File: config.mk
export PLATFORM = sky130hd
export DESIGN_NAME = hw_powerdown_wake_control
export DESIGN_NICKNAME = d
export VERILOG_FILES = /design/src/hw_pd_pkg.sv /design/src/pin_sync.sv /design/src/hw_powerdown_wake_control.sv
export VERILOG_INCLUDE_DIRS = /design/src
export SDC_FILE = /design/constraint.sdc
export NUM_CORES = 1
export LEC_CHECK = 0
export BUFFER_PORTS_ARGS = -buffer_cell sky130_fd_sc_hd__buf_2
export CAP_MARGIN = 25
export CORE_ASPECT_RATIO = 1.75
export CORE_MARGIN = 2
export CORE_UTILIZATION = 49
export CTS_CLUSTER_DIAMETER = 100
export DETAILED_ROUTE_END_ITERATION = 7
export GPL_ROUTABILITY_DRIVEN = 0
export PLACE_DENSITY = 0.79
export SKIP_LAST_GASP = 1
export SYNTH_ARGS = -nofsm -noshare
export SYNTH_HDL_FRONTEND = slang
export SYNTH_SLANG_ARGS = --single-unit
File: constraint.sdc
create_clock -name i_clk -period 2.1 [get_ports i_clk]
set_input_delay 0.105 -clock i_clk [delete_from_list [all_inputs] [get_ports i_clk]]
set_output_delay 0.105 -clock i_clk [all_outputs]
set_load 0.01 [all_outputs]
File: src/hw_pd_defines.svh
// constants for the hardware power-down and wake sequencer
`ifndef HW_PD_DEFINES_SVH
`define HW_PD_DEFINES_SVH
`define HPD_ADDR_W 12
`define HPD_RESET_ADDR 12'h000
`define HPD_VECTOR_ADDR 12'h003
`define HPD_ALE_CNT_W 2
`define HPD_ALE_MIN 2'h2
`define HPD_SYNC_W 3
`endif

File: src/hw_pd_pkg.sv
// types shared by the power-down sequencer
`default_nettype none
package hw_pd_pkg;
   typedef enum logic [1:0] {S_RUN, S_DOWN, S_RSTWAIT, S_INTWAIT} pd_state_t;
   typedef enum logic [1:0] {RESUME_NONE, RESUME_RESET, RESUME_VECTOR, RESUME_CONT} resume_kind_t;
endpackage : hw_pd_pkg
`default_nettype wire

File: src/pin_sync.sv
// three-stage pin synchroniser with agreement filter
`default_nettype none
`include "hw_pd_defines.svh"
module pin_sync #(
   parameter logic RST_VAL = 1'b1
) (
   // clocking
   input wire logic i_clk,
   input wire logic i_rst,
   input wire logic i_ce,
   // pin and result
   input wire logic i_pin,
   output logic o_level
);
   logic [`HPD_SYNC_W-1:0] stage;
   logic [`HPD_SYNC_W-1:0] next_stage;
   logic level;
   logic next_level;

   // shift chain; output follows once stages two and three agree
   always_comb
   begin
      next_stage = {stage[`HPD_SYNC_W-2:0], i_pin};
      next_level = (stage[`HPD_SYNC_W-2] == stage[`HPD_SYNC_W-1]) ? stage[`HPD_SYNC_W-1] : level;
   end

   always_ff @(posedge i_clk or posedge i_rst)
   begin
      if (i_rst)
      begin
         stage <= {`HPD_SYNC_W{RST_VAL}};
         level <= RST_VAL;
      end
      else if (i_ce)
      begin
         stage <= next_stage;
         level <= next_level;
      end
   end

   assign o_level = level;
endmodule : pin_sync
`default_nettype wire

File: src/hw_powerdown_wake_control.sv
// hardware power-down entry and wake path selection
`default_nettype none
`include "hw_pd_defines.svh"
module hw_powerdown_wake_control
   import hw_pd_pkg::*;
(
   // clocking
   input wire logic i_clk,
   input wire logic i_rst,
   input wire logic i_ce,
   // device pins, asynchronous
   input wire logic i_powerdown_ctrl_pin,
   input wire logic i_reset_n_pin,
   input wire logic i_int_n_pin,
   // from CPU core, same clock
   input wire logic i_irq_enable_instr,
   input wire logic i_irq_disable_instr,
   input wire logic i_in_isr,
   input wire logic i_ale_pulse,
   input wire logic i_osc_stable,
   input wire logic i_test0_out_en,
   // to oscillator and CPU
   output logic o_osc_enable,
   output logic o_cpu_run,
   output logic o_cpu_reset,
   output logic o_irq_enable,
   // pin drive permission
   output logic o_pins_drive,
   output logic o_test0_drive,
   // resume decision
   output logic o_resume_valid,
   output resume_kind_t o_resume_kind,
   output logic [`HPD_ADDR_W-1:0] o_resume_addr
);
   logic pd_s;
   logic rst_s;
   logic int_s;
   pd_state_t state;
   pd_state_t next_state;
   logic [`HPD_ALE_CNT_W-1:0] ale_cnt;
   logic [`HPD_ALE_CNT_W-1:0] next_ale_cnt;
   logic irq_en;
   logic next_irq_en;
   logic isr_at_down;
   logic next_isr_at_down;
   logic resume_valid;
   logic next_resume_valid;
   resume_kind_t resume_kind;
   resume_kind_t next_resume_kind;
   logic [`HPD_ADDR_W-1:0] resume_addr;
   logic [`HPD_ADDR_W-1:0] next_resume_addr;

   // pin synchronisers, all pins idle high
   pin_sync #(.RST_VAL(1'b1)) u_pd_sync (.i_clk(i_clk), .i_rst(i_rst), .i_ce(i_ce),
      .i_pin(i_powerdown_ctrl_pin), .o_level(pd_s));
   pin_sync #(.RST_VAL(1'b1)) u_rst_sync (.i_clk(i_clk), .i_rst(i_rst), .i_ce(i_ce),
      .i_pin(i_reset_n_pin), .o_level(rst_s));
   pin_sync #(.RST_VAL(1'b1)) u_int_sync (.i_clk(i_clk), .i_rst(i_rst), .i_ce(i_ce),
      .i_pin(i_int_n_pin), .o_level(int_s));

   // address to resume at for each path
   function automatic logic [`HPD_ADDR_W-1:0] path_addr(input resume_kind_t k);
      path_addr = (k == RESUME_VECTOR) ? `HPD_VECTOR_ADDR : `HPD_RESET_ADDR;
   endfunction : path_addr

   // irq enable flag; disable and cpu reset win over enable
   always_comb
   begin
      next_irq_en = irq_en;
      if (i_irq_enable_instr)
      begin
         next_irq_en = 1'b1;
      end
      if (i_irq_disable_instr)
      begin
         next_irq_en = 1'b0;
      end
      // a reset-pin wake is a hardware reset of the cpu
      if (state == S_RSTWAIT)
      begin
         next_irq_en = 1'b0;
      end
   end

   // sequencer: entry, wake sampling, path choice
   always_comb
   begin
      next_state = state;
      next_ale_cnt = ale_cnt;
      next_isr_at_down = isr_at_down;
      next_resume_valid = 1'b0;
      next_resume_kind = resume_kind;
      next_resume_addr = resume_addr;
      unique case (state)
         S_RUN:
         begin
            if (!pd_s)
            begin
               next_state = S_DOWN;
               next_isr_at_down = i_in_isr;
            end
         end
         S_DOWN:
         begin
            next_ale_cnt = '0;
            if (pd_s)
            begin
               // reset has priority over interrupt, one path only
               if (!rst_s)
               begin
                  next_state = S_RSTWAIT;
               end
               else if (!int_s)
               begin
                  next_state = S_INTWAIT;
               end
               else
               begin
                  next_state = S_RUN;
                  next_resume_valid = 1'b1;
                  next_resume_kind = RESUME_CONT;
               end
            end
         end
         S_RSTWAIT:
         begin
            // cpu held in reset until the pin releases on a stable clock
            if (rst_s && i_osc_stable)
            begin
               next_state = S_RUN;
               next_resume_valid = 1'b1;
               next_resume_kind = RESUME_RESET;
               next_resume_addr = path_addr(RESUME_RESET);
            end
         end
         S_INTWAIT:
         begin
            if (!int_s && i_ale_pulse)
            begin
               next_ale_cnt = ale_cnt + 1'b1;
            end
            if (!int_s && i_ale_pulse && (ale_cnt + 1'b1) >= `HPD_ALE_MIN)
            begin
               next_state = S_RUN;
               next_resume_valid = 1'b1;
               if (irq_en && !isr_at_down)
               begin
                  next_resume_kind = RESUME_VECTOR;
                  next_resume_addr = path_addr(RESUME_VECTOR);
               end
               else
               begin
                  next_resume_kind = RESUME_CONT;
               end
            end
            else if (int_s)
            begin
               // interrupt released early: treat as plain wake
               next_state = S_RUN;
               next_resume_valid = 1'b1;
               next_resume_kind = RESUME_CONT;
            end
         end
      endcase
   end

   always_ff @(posedge i_clk or posedge i_rst)
   begin
      if (i_rst)
      begin
         state <= S_RUN;
         ale_cnt <= '0;
         irq_en <= 1'b0;
         isr_at_down <= 1'b0;
         resume_valid <= 1'b0;
         resume_kind <= RESUME_NONE;
         resume_addr <= `HPD_RESET_ADDR;
      end
      else if (i_ce)
      begin
         state <= next_state;
         ale_cnt <= next_ale_cnt;
         irq_en <= next_irq_en;
         isr_at_down <= next_isr_at_down;
         resume_valid <= next_resume_valid;
         resume_kind <= next_resume_kind;
         resume_addr <= next_resume_addr;
      end
   end

   // control outputs decoded from state; test0 also gated by its enable, irq enable and resume from registers
   assign o_osc_enable = (state != S_DOWN);
   assign o_cpu_run = (state == S_RUN) || (state == S_INTWAIT);
   assign o_cpu_reset = (state == S_RSTWAIT);
   assign o_pins_drive = (state != S_DOWN);
   assign o_test0_drive = i_test0_out_en && (state != S_DOWN);
   assign o_irq_enable = irq_en;
   assign o_resume_valid = resume_valid;
   assign o_resume_kind = resume_kind;
   assign o_resume_addr = resume_addr;
endmodule : hw_powerdown_wake_control
`default_nettype wire

==> impl_metrics.csv <==
group,metric,value,unit
status,outcome,"finished with violations",
status,violations,"negative hold slack",
die,die_height,71.31,um
die,die_area,3028,um^2
critical_path,cp.required,2250,ps
critical_path,worstPathCellList,"inv_1 > ha_1 > a221o_1 > nor3_2 > and3_1 > a211oi_2",
timing,finalMaxSlewViolations,0,
synth,netlist-cell-type-count,38,
critical_path,critPathCaptureType,"flip-flop",
timing,period_minus_slack,1830,ps
global_routing,antenna_found_initial,0,
detailed_routing,drt_iter0_drc,36,
detailed_routing,dr.pass1.iters,4,
run,cap_viol_max_count,0,
synth,async_flop_share,1.000,
critical_path,cp_slowest_stage_delay,420,ps
detailed_routing,vias_per_cell,5.543,
placement,portBuffers,22,
power,cellPowerDensity,1236,nW/um^2
power,peakVddDrop,940.5,uV
die,die_x,42.47,um
critical_path,start_kind,"flip-flop",
clocking,ctsHoldBuffers,0,
layout,layout_commonest_cell,"buf_2",
die,rows,24,
layout,nets,165,
worst_hold_path,holdCritPathClass,"in2async",
die,start_util,0.5152,
timing,slew_headroom,0.4525,
critical_path,cp-startpoint,"state[1]$_DFFE_PP0P_",
critical_path,arrival,1980,ps
layout,num_antenna_cells,0,
global_routing,grt_max_degree,23,
timing,rsz0062_at_grt,"false",
detailed_routing,routed_wl,2518,um
timing,finalCritPeriodShare,0.8714,
synth,syn_avg_cell_area,9.835,um^2
timing,fin_setup_tns,0,ps
timing,hold_viol,6,
timing,skew,12.36,ps
global_routing,grt_pass1_vias,912,
power,leakage,0.6681,nW
die,core,2462,um^2
detailed_routing,ant_nets,0,
clocking,cts_buffers,3,
timing,max_freq,546.5,MHz
detailed_routing,detailroute.via_count,959,
synth,synth_flop_cell,"dfstp_2",
global_routing,grt_pass1_wl,3995,um
placement,hpwlAfterDp,1912,um
critical_path,worstSetupPathType,"reg2reg",
global_routing,grt.total_usage,0.1744,
synth,syn_inst,129,
clocking,root_buffer,"clkbuf_8",
synth,yosysSeqAreaShare,0.4458,
die,boundaryPins,33,
detailed_routing,wl_per_cell,14.55,um
detailed_routing,drc,0,
critical_path,crit_fanout,7,
critical_path,critPathSlowestCell,"a221o_1",
clocking,clock_sinks,22,
critical_path,cp_num_buf_inv,1,
clocking,cts_tree,"yes",
global_routing,grt-ovfl-total,0,
critical_path,r2r_start,"state[1]$_DFFE_PP0P_",
clocking,cts_resized,0,
synth,synth-edff-count,0,
synth,synth_seq_cells,22,
critical_path,cpLargestDelayFamily,"simple AND/OR/NAND/NOR gates",
clocking,clkTransAtPathRegs,90,ps
placement,dpl-instance-area,1329,um^2
timing,worst_pin_slew,820.4,ps
clocking,clockBufferDepth,2,
clocking,clkLatencyLatePin,260,ps
layout,area_growth,10.35,%
layout,final_cell_mix,"22 x buf_2, 14 x o21ai_0, 12 x nand2_1, 12 x dfstp_2",
timing,whs,-12.77,ps
clocking,cts-htree-levels,1,
clocking,post_cts_buffers,0,
power,power,1.730,mW
synth,ys.warnings.count,0,
synth,syn-cell-area,1269,um^2
layout,final_layout_size_suffix_gt1_frac,0.3469,
timing,setup_viol,0,
layout,stdcell_area,1400,um^2
[worst paths after layout]
check / endpoint / slack (ps) / cells past startpoint
worst max-delay path: o_resume_kind[0]$_DFFE_PP0P_ / 270 / 6
worst min-delay path: state[0]$_DFFE_PP0P_ / -10 / 2
worst max register to register: o_resume_kind[0]$_DFFE_PP0P_ / 270 / 6
worst min register to register: u_pd_sync.stage[1]$_DFFE_PP1P_ / 470 / 2
max in group asynchronous: ale_cnt[1]$_DFFE_PP0P_ / 1600 / 2
min in group i_clk: u_rst_sync.stage[0]$_DFFE_PP1P_ / 70 / 2
[per-stage QoR]
step	hold WS, ps	util	worst slack (ps)	instances
after floorplan	85.33	-	358.2	138
after global placement	287.3	0.5396	419.8	169
after detailed placement	301.6	0.5396	307.8	169
after CTS	9.660	0.5686	290.8	173
after global routing	55.64	0.5686	203.8	173
final	-12.77	0.5686	270.0	173
[Yosys cell counts, types with 2 or more instances]
cell | number | area (um^2)
o21ai_0 | 14 | 70.07
buf_4 | 12 | 90.09
dfstp_2 | 12 | 315.3
nand2_1 | 12 | 45.04
dfrtp_1 | 10 | 250.2
inv_1 | 10 | 37.54
nor2_1 | 8 | 30.03
a21oi_1 | 7 | 35.03
mux2_2 | 7 | 78.83
ha_1 | 5 | 62.56
buf_2 | 2 | 10.01
clkbuf_1 | 2 | 7.510
mux2i_1 | 2 | 20.02
nand3_1 | 2 | 10.01
[sequential cells by signal, summed over array words and instances (netlist names), 2 cells and up]
name	flops
u_pd_sync.stage	3
u_int_sync.stage	3
ale_cnt	2
state	2
o_resume_kind	2
u_rst_sync.stage	3
[worst reg2reg max path, stage by stage (launching register included)]
cell and delay [ps]:
dfrtp_1 390, inv_1 100, ha_1 270, a221o_1 420, nor3_2 270, and3_1 220, a211oi_2 50
[metal layers]
metal	vias to the layer above	part of all wire	GRT usage	wire length (um)
li1	454	-	-	-
met1	472	0.38	0.1878	966
met2	29	0.57	0.3111	1439
met3	4	0.027	0.03526	69
met4	0	0.017	0.09375	43
met5	-	0	0	0
[where the power goes]
part	total [mW]	leakage (nW)	internal [mW]	switching, mW
registers	0.686	0.258	0.565	0.120
logic	0.652	0.375	0.273	0.378
clock network	0.393	0.0357	0.255	0.138
total	1.73	0.668	1.09	0.637
[cell families after synthesis]
family / after synthesis / synth area share
flops: 22 / 0.4458
xor+xnor: 1 / 0.01282
compound gates: 35 / 0.1834
buf+inv: 29 / 0.1302
simple gates: 27 / 0.09764
other cells: 1 / 0.002956
fa+ha+maj: 5 / 0.04931
mux: 9 / 0.07791
[final cells by class]
type                            instances  area [um^2]
Clock inverter                          1        30.03
Clock buffer                            3        41.29
Inverter                               11        41.29
Timing Repair Buffer                   23        117.6
Fill cell                             220         1062
Tap cell                               26        32.53
Sequential cell                        22        565.5
Multi-Input combinational cell         87        571.8
No activity file was read; power rests on OpenSTA's default activity.
